===== config.mk =====
export PLATFORM = sky130hd
export DESIGN_NAME = bc_support_regs
export DESIGN_NICKNAME = d
export VERILOG_FILES = /design/src/pkg/bc_regs_pkg.sv /design/src/core/bc_support_regs.sv
export SDC_FILE = /design/constraint.sdc
export NUM_CORES = 1
export LEC_CHECK = 0
export BUFFER_PORTS_ARGS = -buffer_cell sky130_fd_sc_hd__buf_4
export CELL_PAD_IN_SITES_DETAIL_PLACEMENT = 0
export CELL_PAD_IN_SITES_GLOBAL_PLACEMENT = 1
export CORE_ASPECT_RATIO = 1.2
export CORE_MARGIN = 2
export CORE_UTILIZATION = 38
export CTS_CLUSTER_DIAMETER = 100
export DETAILED_ROUTE_END_ITERATION = 7
export PLACE_DENSITY_LB_ADDON = 0.05
export REMOVE_ABC_BUFFERS = 1
export SLEW_MARGIN = 10
export SYNTH_ARGS = -nofsm -noshare
export SYNTH_HDL_FRONTEND = slang
export SYNTH_SLANG_ARGS = --single-unit

===== constraint.sdc =====
create_clock -name ref_clk -period 2.9 [get_ports ref_clk]
set_clock_uncertainty 0.05 [all_clocks]
set_input_delay 0.145 -clock ref_clk [delete_from_list [all_inputs] [get_ports ref_clk]]
set_output_delay 0.145 -clock ref_clk [all_outputs]
set_load 0.02 [all_outputs]

===== src/pkg/bc_regs_pkg.sv =====
// Shared constants and carrier types for the controller support registers
package bc_regs_pkg;

    // ****************************************
    // Register offsets (word addresses)
    // ****************************************
    localparam logic [15:0] BASE_ADDR_OFS  = 16'h0033;
    localparam logic [15:0] POINTER_OFS    = 16'h0034;
    localparam logic [15:0] FRAME_TIME_OFS = 16'h0035;
    localparam logic [15:0] NEXT_MSG_OFS   = 16'h0036;
    localparam logic [15:0] COND_CODE_OFS  = 16'h0037;

    // ****************************************
    // Reset values
    // ****************************************
    localparam logic [15:0] BASE_ADDR_RST  = 16'h0000;
    localparam logic [15:0] POINTER_RST    = 16'h0000;
    localparam logic [15:0] FRAME_TIME_RST = 16'h0000;
    localparam logic [15:0] NEXT_MSG_RST   = 16'h0000;
    localparam logic [15:0] COND_CODE_RST  = 16'h0000;

    // ****************************************
    // Condition code fields
    // ****************************************
    localparam int CC_RUN_BIT    = 15;
    localparam int CC_RETRY_MSB  = 14;
    localparam int CC_RETRY_LSB  = 13;
    localparam int CC_FAIL_BIT   = 12;
    localparam int CC_RESULT_MSB = 11;
    localparam int CC_RESULT_LSB = 8;
    localparam int CC_FLAG_W     = 8;
    localparam int CC_LESS_BIT   = 0;
    localparam int CC_EQUAL_BIT  = 1;

    // Words per list entry: op code word then parameter word
    localparam logic [15:0] LIST_ENTRY_WORDS = 16'h0002;

    // ****************************************
    // Timing
    // ****************************************
    localparam int CLK_PERIOD_NS = 8;
    localparam int US_NS         = 1000;
    localparam int CYC_PER_US    = (US_NS + CLK_PERIOD_NS - 1) / CLK_PERIOD_NS;
    localparam int FRAME_LSB_US  = 100;
    localparam int MSG_LSB_US    = 1;

    // ****************************************
    // Types
    // ****************************************
    typedef enum logic [3:0] {
        JUMP_OP                  = 4'b0001,
        LOAD_FRAME_TIMER_OP      = 4'b0010,
        START_FRAME_TIMER_OP     = 4'b0011,
        FLAG_UPDATE_OP           = 4'b0100,
        COMPARE_FRAME_TIMER_OP   = 4'b0101,
        COMPARE_MESSAGE_TIMER_OP = 4'b0110,
        HALT_OP                  = 4'b0111,
        ILLEGAL_OP               = 4'b1111,
        OTHER_OP                 = 4'b0000
    } op_code_type;

    typedef struct packed {
        logic        valid;
        op_code_type code;
        logic [15:0] param;
    } op_exec_type;

    typedef struct packed {
        logic       valid;
        logic [1:0] retries;
        logic       failed;
        logic [3:0] results;
    } msg_result_type;

endpackage : bc_regs_pkg


===== src/core/bc_support_regs.sv =====
// Controller list pointer, frame and message timers, condition code register
`timescale 1ns/1ns

// Function
// - Host base address register, cleared on reset
// - Pointer read-only; jumps only by jump op
// - Start copies base into pointer, begins running
// - Pointer steps over op/parameter word pairs
// - Pointer advances after op and its outcome
// - Load frame timer op writes frame time
// - Frame timer decrements only after start op
// - Frame timer counts 100 us per step
// - Message timer loaded from message word 4
// - Message timer spans mid-sync to mid-sync
// - Message timer counts 1 us per step
// - Read gives condition code, write gives flags
// - Low eight flags from host or flag op
// - Compare ops set or clear bits 1-0
// - Bits 14-8 report last message outcome
// - Running set on start with both enables
// - Running cleared by enable drop, halt, illegal
// - Illegal op raises trap when enabled
// - Bits 14:13 report retry count
// - Bit 12 flags a failed last message
module bc_support_regs
    import bc_regs_pkg::*;
(
    // Clock and reset
    input  wire logic           ref_clk,
    input  wire logic           srst,
    // Host register port
    input  wire logic [15:0]    host_addr,
    input  wire logic           host_wr,
    input  wire logic           host_rd,
    input  wire logic [15:0]    host_wdata,
    output logic      [15:0]    host_rdata_ff,
    // Master configuration and pins
    input  wire logic           controller_enable_pin,
    input  wire logic           controller_enable,
    input  wire logic           controller_start_request,
    input  wire logic           trap_int_enable,
    // List sequencer
    input  wire op_exec_type    op_exec,
    input  wire logic           op_done,
    input  wire logic           msg_mid_sync,
    input  wire logic [15:0]    msg_word4,
    input  wire msg_result_type msg_result,
    // Status outputs
    output logic [15:0]         list_pointer_ff,
    output logic                controller_running_status_ff,
    output logic                illegal_op_trap_interrupt_ff,
    output logic                frame_timer_zero_ff,
    output logic                message_timer_zero_ff
);

    // ****************************************
    // Declarations
    // ****************************************
    logic [15:0] base_addr_ff;
    logic [15:0] frame_time_ff;
    logic        frame_run_ff;
    logic [15:0] next_msg_ff;
    logic [15:0] cond_code_ff;
    logic        ena_pin_meta_ff;
    logic        ena_pin_sync_ff;
    logic [7:0]  us_div_ff;
    logic        us_tick_ff;
    logic [7:0]  frame_div_ff;
    logic [7:0]  msg_div_ff;
    logic        msg_tick;
    logic        running;
    logic        enabled;
    logic        op_go;
    logic        frame_tick;
    logic [7:0]  nxt_flags;

    if (CYC_PER_US < 2 || CYC_PER_US > 255 || FRAME_LSB_US > 255) begin : g_timing_check
        $error("Timing constants do not fit the tick dividers");
    end

    function automatic logic [7:0] flag_apply(input logic [7:0] cur,
                                              input logic [15:0] cmd);
        // High byte clears, low byte sets, both toggle
        flag_apply = (cur & ~cmd[15:8] & ~cmd[7:0])
                   | (~cur & cmd[15:8] & cmd[7:0])
                   | (cmd[7:0] & ~cmd[15:8]);
    endfunction : flag_apply

    assign running    = controller_running_status_ff;
    assign enabled    = ena_pin_sync_ff & controller_enable;
    assign op_go      = op_exec.valid & running;
    assign frame_tick = us_tick_ff & (frame_div_ff == 8'(FRAME_LSB_US - 1));
    assign msg_tick   = (msg_div_ff == 8'(CYC_PER_US - 1));

    // ****************************************
    // Enable pin synchroniser
    // ****************************************
    always_ff @(posedge ref_clk) begin
        if (srst) begin
            ena_pin_meta_ff <= 1'b0;
            ena_pin_sync_ff <= 1'b0;
        end else begin
            ena_pin_meta_ff <= controller_enable_pin;
            ena_pin_sync_ff <= ena_pin_meta_ff;
        end
    end

    // ****************************************
    // Microsecond and frame step dividers
    // ****************************************
    always_ff @(posedge ref_clk) begin
        if (srst) begin
            us_div_ff  <= 8'h00;
            us_tick_ff <= 1'b0;
        end else begin
            us_tick_ff <= (us_div_ff == 8'(CYC_PER_US - 1));
            if (us_div_ff == 8'(CYC_PER_US - 1)) begin
                us_div_ff <= 8'h00;
            end else begin
                us_div_ff <= us_div_ff + 8'h01;
            end
        end
    end

    // Restarted by the start op; the shared us divider runs on, so the first step is 99 to 100 us
    always_ff @(posedge ref_clk) begin
        if (srst) begin
            frame_div_ff <= 8'h00;
        end else if (op_go && op_exec.code == START_FRAME_TIMER_OP) begin
            frame_div_ff <= 8'h00;
        end else if (frame_tick) begin
            frame_div_ff <= 8'h00;
        end else if (us_tick_ff) begin
            frame_div_ff <= frame_div_ff + 8'h01;
        end
    end

    // ****************************************
    // Base address register
    // ****************************************
    always_ff @(posedge ref_clk) begin
        if (srst) begin
            base_addr_ff <= BASE_ADDR_RST;
        end else if (host_wr && host_addr == BASE_ADDR_OFS) begin
            base_addr_ff <= host_wdata;
        end
    end

    // ****************************************
    // Run / stop status
    // ****************************************
    always_ff @(posedge ref_clk) begin
        if (srst) begin
            controller_running_status_ff <= 1'b0;
        end else if (!enabled) begin
            controller_running_status_ff <= 1'b0;
        end else if (op_go && (op_exec.code == HALT_OP || op_exec.code == ILLEGAL_OP)) begin
            controller_running_status_ff <= 1'b0;
        end else if (controller_start_request) begin
            controller_running_status_ff <= 1'b1;
        end
    end

    always_ff @(posedge ref_clk) begin
        if (srst) begin
            illegal_op_trap_interrupt_ff <= 1'b0;
        end else begin
            illegal_op_trap_interrupt_ff <= op_go && op_exec.code == ILLEGAL_OP
                                            && trap_int_enable;
        end
    end

    // ****************************************
    // Instruction list pointer
    // ****************************************
    always_ff @(posedge ref_clk) begin
        if (srst) begin
            list_pointer_ff <= POINTER_RST;
        end else if (!running && enabled && controller_start_request) begin
            list_pointer_ff <= base_addr_ff;
        end else if (op_go && op_exec.code == JUMP_OP) begin
            list_pointer_ff <= op_exec.param;
        end else if (running && op_done) begin
            list_pointer_ff <= list_pointer_ff + LIST_ENTRY_WORDS;
        end
    end

    // ****************************************
    // Frame timer
    // ****************************************
    always_ff @(posedge ref_clk) begin
        if (srst) begin
            frame_time_ff <= FRAME_TIME_RST;
            frame_run_ff  <= 1'b0;
        end else if (host_wr && host_addr == FRAME_TIME_OFS) begin
            frame_time_ff <= host_wdata;
            frame_run_ff  <= 1'b0;
        end else if (op_go && op_exec.code == LOAD_FRAME_TIMER_OP) begin
            frame_time_ff <= op_exec.param;
            frame_run_ff  <= 1'b0;
        end else if (op_go && op_exec.code == START_FRAME_TIMER_OP) begin
            frame_run_ff <= 1'b1;
        end else if (frame_run_ff && frame_tick) begin
            if (frame_time_ff == 16'h0000) begin
                frame_run_ff <= 1'b0;
            end else begin
                frame_time_ff <= frame_time_ff - 16'h0001;
            end
        end
    end

    always_ff @(posedge ref_clk) begin
        if (srst) begin
            frame_timer_zero_ff <= 1'b0;
        end else begin
            frame_timer_zero_ff <= (frame_time_ff == 16'h0000);
        end
    end

    // ****************************************
    // Time to next message
    // ****************************************
    // Own divider, restarted at mid-sync so the first step is a full microsecond
    always_ff @(posedge ref_clk) begin
        if (srst) begin
            msg_div_ff <= 8'h00;
        end else if (msg_mid_sync || msg_tick) begin
            msg_div_ff <= 8'h00;
        end else begin
            msg_div_ff <= msg_div_ff + 8'h01;
        end
    end

    always_ff @(posedge ref_clk) begin
        if (srst) begin
            next_msg_ff <= NEXT_MSG_RST;
        end else if (msg_mid_sync) begin
            next_msg_ff <= msg_word4;
        end else if (msg_tick && next_msg_ff != 16'h0000) begin
            next_msg_ff <= next_msg_ff - 16'(MSG_LSB_US);
        end
    end

    always_ff @(posedge ref_clk) begin
        if (srst) begin
            message_timer_zero_ff <= 1'b0;
        end else begin
            message_timer_zero_ff <= (next_msg_ff == 16'h0000);
        end
    end

    // ****************************************
    // Condition code register
    // ****************************************
    always_comb begin
        nxt_flags = cond_code_ff[CC_FLAG_W-1:0];
        if (host_wr && host_addr == COND_CODE_OFS) begin
            nxt_flags = flag_apply(nxt_flags, host_wdata);
        end
        if (op_go && op_exec.code == FLAG_UPDATE_OP) begin
            nxt_flags = flag_apply(nxt_flags, op_exec.param);
        end
        if (op_go && op_exec.code == COMPARE_FRAME_TIMER_OP) begin
            nxt_flags[CC_LESS_BIT]  = frame_time_ff < op_exec.param;
            nxt_flags[CC_EQUAL_BIT] = frame_time_ff == op_exec.param;
        end
        if (op_go && op_exec.code == COMPARE_MESSAGE_TIMER_OP) begin
            nxt_flags[CC_LESS_BIT]  = next_msg_ff < op_exec.param;
            nxt_flags[CC_EQUAL_BIT] = next_msg_ff == op_exec.param;
        end
    end

    always_ff @(posedge ref_clk) begin
        if (srst) begin
            cond_code_ff <= COND_CODE_RST;
        end else begin
            cond_code_ff[CC_FLAG_W-1:0] <= nxt_flags;
            cond_code_ff[CC_RUN_BIT]    <= controller_running_status_ff;
            if (msg_result.valid) begin
                cond_code_ff[CC_RETRY_MSB:CC_RETRY_LSB]  <= msg_result.retries;
                cond_code_ff[CC_FAIL_BIT]                <= msg_result.failed;
                cond_code_ff[CC_RESULT_MSB:CC_RESULT_LSB] <= msg_result.results;
            end
        end
    end

    // ****************************************
    // Host read port
    // ****************************************
    always_ff @(posedge ref_clk) begin
        if (srst) begin
            host_rdata_ff <= 16'h0000;
        end else if (host_rd) begin
            case (host_addr)
                BASE_ADDR_OFS:  host_rdata_ff <= base_addr_ff;
                POINTER_OFS:    host_rdata_ff <= list_pointer_ff;
                FRAME_TIME_OFS: host_rdata_ff <= frame_time_ff;
                NEXT_MSG_OFS:   host_rdata_ff <= next_msg_ff;
                COND_CODE_OFS:  host_rdata_ff <= cond_code_ff;
                default:        host_rdata_ff <= 16'h0000;
            endcase
        end
    end

endmodule : bc_support_regs


Word level (Yosys, flattened, before mapping). Cells that the tools add are included.

Order comparisons: 2. Bitwise logic cells: 24. Equality and inequality tests: 20. Mux-type cells: 18. $add $sub $neg: 6. Reduce and logical (&&, ||, !) cells: 35.

Operators by type and width (number): $mux 16 (10); $and 8x8->8 (10); $eq 16x6->1 const B (5); $pmux 16 s5 (1); $not 8->8 (6); $eq 16x16->1 (2); $logic_not 16->1 (2); $lt 16x16->1 (2); $or 8x8->8 (4); $sub 16x1->16 const B (2); $add 8x1->8 const B (3); $eq 8x7->1 const B (3); $logic_and 1x1->1 (17); $add 16x2->16 const B (1); $eq 4x3->1 const B (4); $mux 8 (2); $reduce_bool 16->1 (1); $reduce_or 3->1 (3); $eq 4x2->1 const B (2); $reduce_bool 2->1 (3); $reduce_bool 3->1 (2); $eq 4x1->1 const B (1); $eq 4x4->1 const B (1); $mux 2 (2); 10 further kinds (16).

Logic and storage cells: 123. Input port bits: 87. Output and inout port bits: 36. Register bits: 128.

Logic depth before layout (Yosys ltp).
Depth after elaboration: 14. Gate-level depth with buffers: 9. Depth with buffers taken out: 8.

Least setup slack after synthesis. No wires, ideal clock.

Kind: register to register. Start: register frame_time_ff[2]. End: register frame_time_ff[10]. Cell stages (with the launch flop): 9. Setup slack: -102 ps. Library setup time: 132 ps. Arrival time: 2820 ps. Path buffers: 2. Data required time: 2718 ps. Period minus slack after synthesis: 3002 ps. Path through: dfxtp_1 buf_2 or4_1 or4_4 or4b_4 a211o_1 clkbuf_1 nor2_1 nor3_1.

Cells in the longest elaborated chain, start to end: 6. Elaborated cells on any way between the ends: 9. Those cells by class: 1 x add/sub; 1 x eq/ne; 5 x mux; 2 x reduce/logical.

RTL lines: from (decl) (RTL line bc_support_regs.sv:60) `logic [15:0] frame_time_ff;`; from (signal assigned) (RTL line bc_support_regs.sv:196) `frame_time_ff <= host_wdata;`; from (signal assigned) (RTL line bc_support_regs.sv:199) `frame_time_ff <= op_exec.param;`; from (signal assigned) (RTL line bc_support_regs.sv:207) `frame_time_ff <= frame_time_ff - 16'h0001;`; $sub 16x1->16 (RTL line bc_support_regs.sv:207); $mux 16 (RTL line bc_support_regs.sv:204) `if (frame_time_ff == 16'h0000) begin`; $mux 16 (RTL line bc_support_regs.sv:203) `end else if (frame_run_ff && frame_tick) begin`; $mux 16 (RTL line bc_support_regs.sv:201) `end else if (op_go && op_exec.code == START_FRAME_TIMER_OP) begin`; $mux 16 (RTL line bc_support_regs.sv:198) `end else if (op_go && op_exec.code == LOAD_FRAME_TIMER_OP) begin`; $mux 16 (RTL line bc_support_regs.sv:195) `end else if (host_wr && host_addr == FRAME_TIME_OFS) begin`.

Several ways; a longest one is shown, not always the timed one. The select of a mux whose other input is x is not followed. A chain may end at the register's enable or synchronous reset.

Worst setup path after layout.
Start: register frame_time_ff[6]. End: register frame_time_ff[13].

The elaborated chain is that of the path after synthesis.

==> impl_metrics.json <==
{
  "outcome": "completed",
  "vias_per_cell": 5.561,
  "synth_warnings": 0,
  "boundaryPins": 123,
  "netlist.area_leader.share_pct": 33.83,
  "row_count": 56,
  "cts_tree": "done",
  "slew_headroom_pct": 43.23,
  "postCtsSetupRepairBufs": 0,
  "finalPower_mw": 4.743,
  "pwr-share-seq_pct": 39.1,
  "root_buffer": "clkbuf_16",
  "grt_overflow": 0,
  "synthArstFlopShare_pct": 0,
  "final_cells": 1410,
  "postSynthAreaPerCell_um2": 7.914,
  "cp_data_required_time_ps": 3200,
  "wl_per_cell_um": 19.93,
  "peakVddDrop_mv": 0.4013,
  "area_growth_pct": 33.92,
  "synth_cells": 957,
  "cp.arrival_ps": 3110,
  "htree_levels": 4,
  "nNetsFinal": 1265,
  "placed_cell_area_um2": 8989,
  "initial_core_util_pct": 38.74,
  "finalSetupViolCount": 0,
  "hold_slack_ps": 25.19,
  "remaining_drc_errors": 0,
  "post-route-period-util_pct": 97.07,
  "clk_latency_ps": 430,
  "grt_pass1_vias": 7597,
  "final_cell_area_um2": 10140,
  "routed_wl_mm": 28.10,
  "synth-seq-area-share_pct": 33.83,
  "start_kind": "flip-flop",
  "synth_enable_flop_cells": 0,
  "cts_made_buffers": 17,
  "min_path_type": "in2reg",
  "post-dp-hpwl_mm": 20.73,
  "p_sw_mw": 1.194,
  "synth_largest_area_cell": "dfxtp_1",
  "die-area_um2": 21080,
  "grt_pass1_wl_mm": 43.33,
  "power_density_nw_per_um2": 467.6,
  "synth.distinct_cells": 56,
  "layout_common_cells": "165 x buf_4, 128 x dfxtp_1, 119 x nor2_1",
  "vias": 7841,
  "drv_slew": 0,
  "synth_flop_cell": "dfxtp_1",
  "antenna_found_initial": 1,
  "clockPowerShare_pct": 50.4,
  "finalHoldViolCount": 0,
  "combPwrFrac_pct": 10.5,
  "drt_iter0_drc": 499,
  "final_core_util_pct": 51.88,
  "internal-power_mw": 3.549,
  "fp.coreArea_um2": 19550,
  "die_w_um": 132.9,
  "io_buffers": 122,
  "fin_crit_ps": 2815,
  "clock.fmax_mhz": 355.2,
  "firstDrtPassIters": 5,
  "final_common_cell": "buf_4",
  "postRouteAntennaNets": 0,
  "netlist_area_um2": 7574,
  "cts_sinks": 128,
  "cp-end-kind": "flip-flop",
  "final_layout_size_suffix_gt1_share_pct": 18.97,
  "crit_type": "reg2reg",
  "clk_pin_slew_worst_paths_ps": 60,
  "worstMarginPinSlew_ps": 851.6,
  "worstPathMaxFanout": 16,
  "antenna_cells": 0,
  "dp.cells": 1328,
  "clk_path_buf_depth": 2,
  "p_sw_share_pct": 25.17,
  "grt_usage_pct": 27.17,
  "maxCapViolCount": 0,
  "ys_ff_latch": 128,
  "die_h_um": 158.7,
  "grt_max_degree": 41,
  "power_leakage_nw": 4.047,
  "netlist_top_cells_area": "dfxtp_1 34%, ha_1 6.9%, nor2_1 5.9%",
  "rsz0062_at_grt": "false",
  "gp_congestion": 0.9228
}
## stage by stage
stage	setup TNS, ps	worst slack (ps)
6_report	0	85.08
5_1_grt	0	23.31
4_1_cts	0	26.66
3_5_place_dp	0	43.62
3_3_place_gp	0	66.33
2_1_floorplan	-2214	-216.8
## sequential cells by signal, summed over array words and instances, names as in the netlist
signal and count:
illegal_op_trap_interrupt_ff 1, us_tick_ff 1, list_pointer_ff 16, base_addr_ff 16, message_timer_zero_ff 1, host_rdata_ff 16
cond_code_ff 16, controller_running_status_ff 1, frame_run_ff 1, us_div_ff 8, ena_pin_sync_ff 1, frame_div_ff 8
frame_time_ff 16, msg_div_ff 8, frame_timer_zero_ff 1, next_msg_ff 16, ena_pin_meta_ff 1
## critical path: stages, from the launching register on
cell and delay [ps]:
dfxtp_1 310, or4_4 550, or4_4 530, or4b_4 580, a211oi_4 260, buf_12 180, a21oi_1 60, a211oi_2 210
## layer usage
| layer | vias up | global-route usage (%) | part of all wire (%) |
|---|---|---|---|
| met2 | 223 | 45.40 | 47 |
| met3 | 72 | 4.075 | 4.8 |
| met4 | 0 | 12.90 | 3.9 |
| li1 | 3860 | - | - |
| met1 | 3686 | 34.57 | 44 |
| met5 | - | 0 | 0 |
## path summary, 6_finish.rpt
kind                                                     from                             end  slack [ps]  cells after the start
worst max register to register  frame_time_ff[6]$_SDFFE_PP0P_  frame_time_ff[13]$_SDFFE_PP0P_          90                      7
worst min register to register     ena_pin_meta_ff$_SDFF_PP0_      ena_pin_sync_ff$_SDFF_PP0_         390                      1
worst max-delay path            frame_time_ff[6]$_SDFFE_PP0P_  frame_time_ff[13]$_SDFFE_PP0P_          90                      7
worst min-delay path                            msg_result[7]    cond_code_ff[8]$_SDFFE_PP0P_          30                      3
## cells in the mapped netlist, drive strengths merged, types with 5 or more instances
| cell type | n |
|---|---|
| a211oi | 46 |
| a21oi | 57 |
| a221oi | 19 |
| a22o | 16 |
| a311oi | 22 |
| a31oi | 14 |
| and2 | 11 |
| and3 | 9 |
| buf | 7 |
| clkbuf | 51 |
| dfxtp | 128 |
| ha | 42 |
| inv | 33 |
| mux2i | 14 |
| nand2 | 112 |
| nand3 | 23 |
| nand3b | 5 |
| nand4 | 16 |
| nor2 | 120 |
| nor2b | 5 |
| nor3 | 43 |
| nor4 | 16 |
| o211ai | 9 |
| o21ai | 18 |
| o22ai | 7 |
| or3 | 9 |
| or4 | 11 |
| xnor2 | 26 |
| xor2 | 30 |
## cell type report
| type | instances | area [um^2] |
|---|---|---|
| inverter | 33 | 123.9 |
| clock buffer | 20 | 466.7 |
| tap | 261 | 326.6 |
| sequential | 128 | 2562 |
| fill | 1935 | 9407 |
| clock inverter | 12 | 182.7 |
| timing repair buffer | 218 | 1799 |
| multi-input combinational | 738 | 4681 |
## power by group through the flow
stage	Clock, mW	Sequential [mW]	Combinational [mW]
after detailed placement	0	1.89	0.444
after global placement	0	1.90	0.444
after CTS	2.43	1.86	0.498
after floorplan	0	1.90	0.167
after global routing	2.49	1.86	0.547
final	2.39	1.86	0.498
## cells by family (layout without fill, tap and decap cells)
kind of cell / after synthesis / after routing / share of synthesized area, %
simple gates: 404 / 404 / 25.57
compound gates: 222 / 222 / 20.67
xor+xnor: 56 / 56 / 6.476
flops: 128 / 128 / 33.83
fa+ha+maj: 42 / 42 / 6.939
mux: 14 / 14 / 1.850
buf+inv: 91 / 283 / 4.659
## what timing repair did
item	CTS	global route
hold buffers	50	0
endpoints found under the hold margin	47	0
endpoints found under the setup margin	0	11
gates resized for setup	0	1
(Power assumes the default switching activity.)
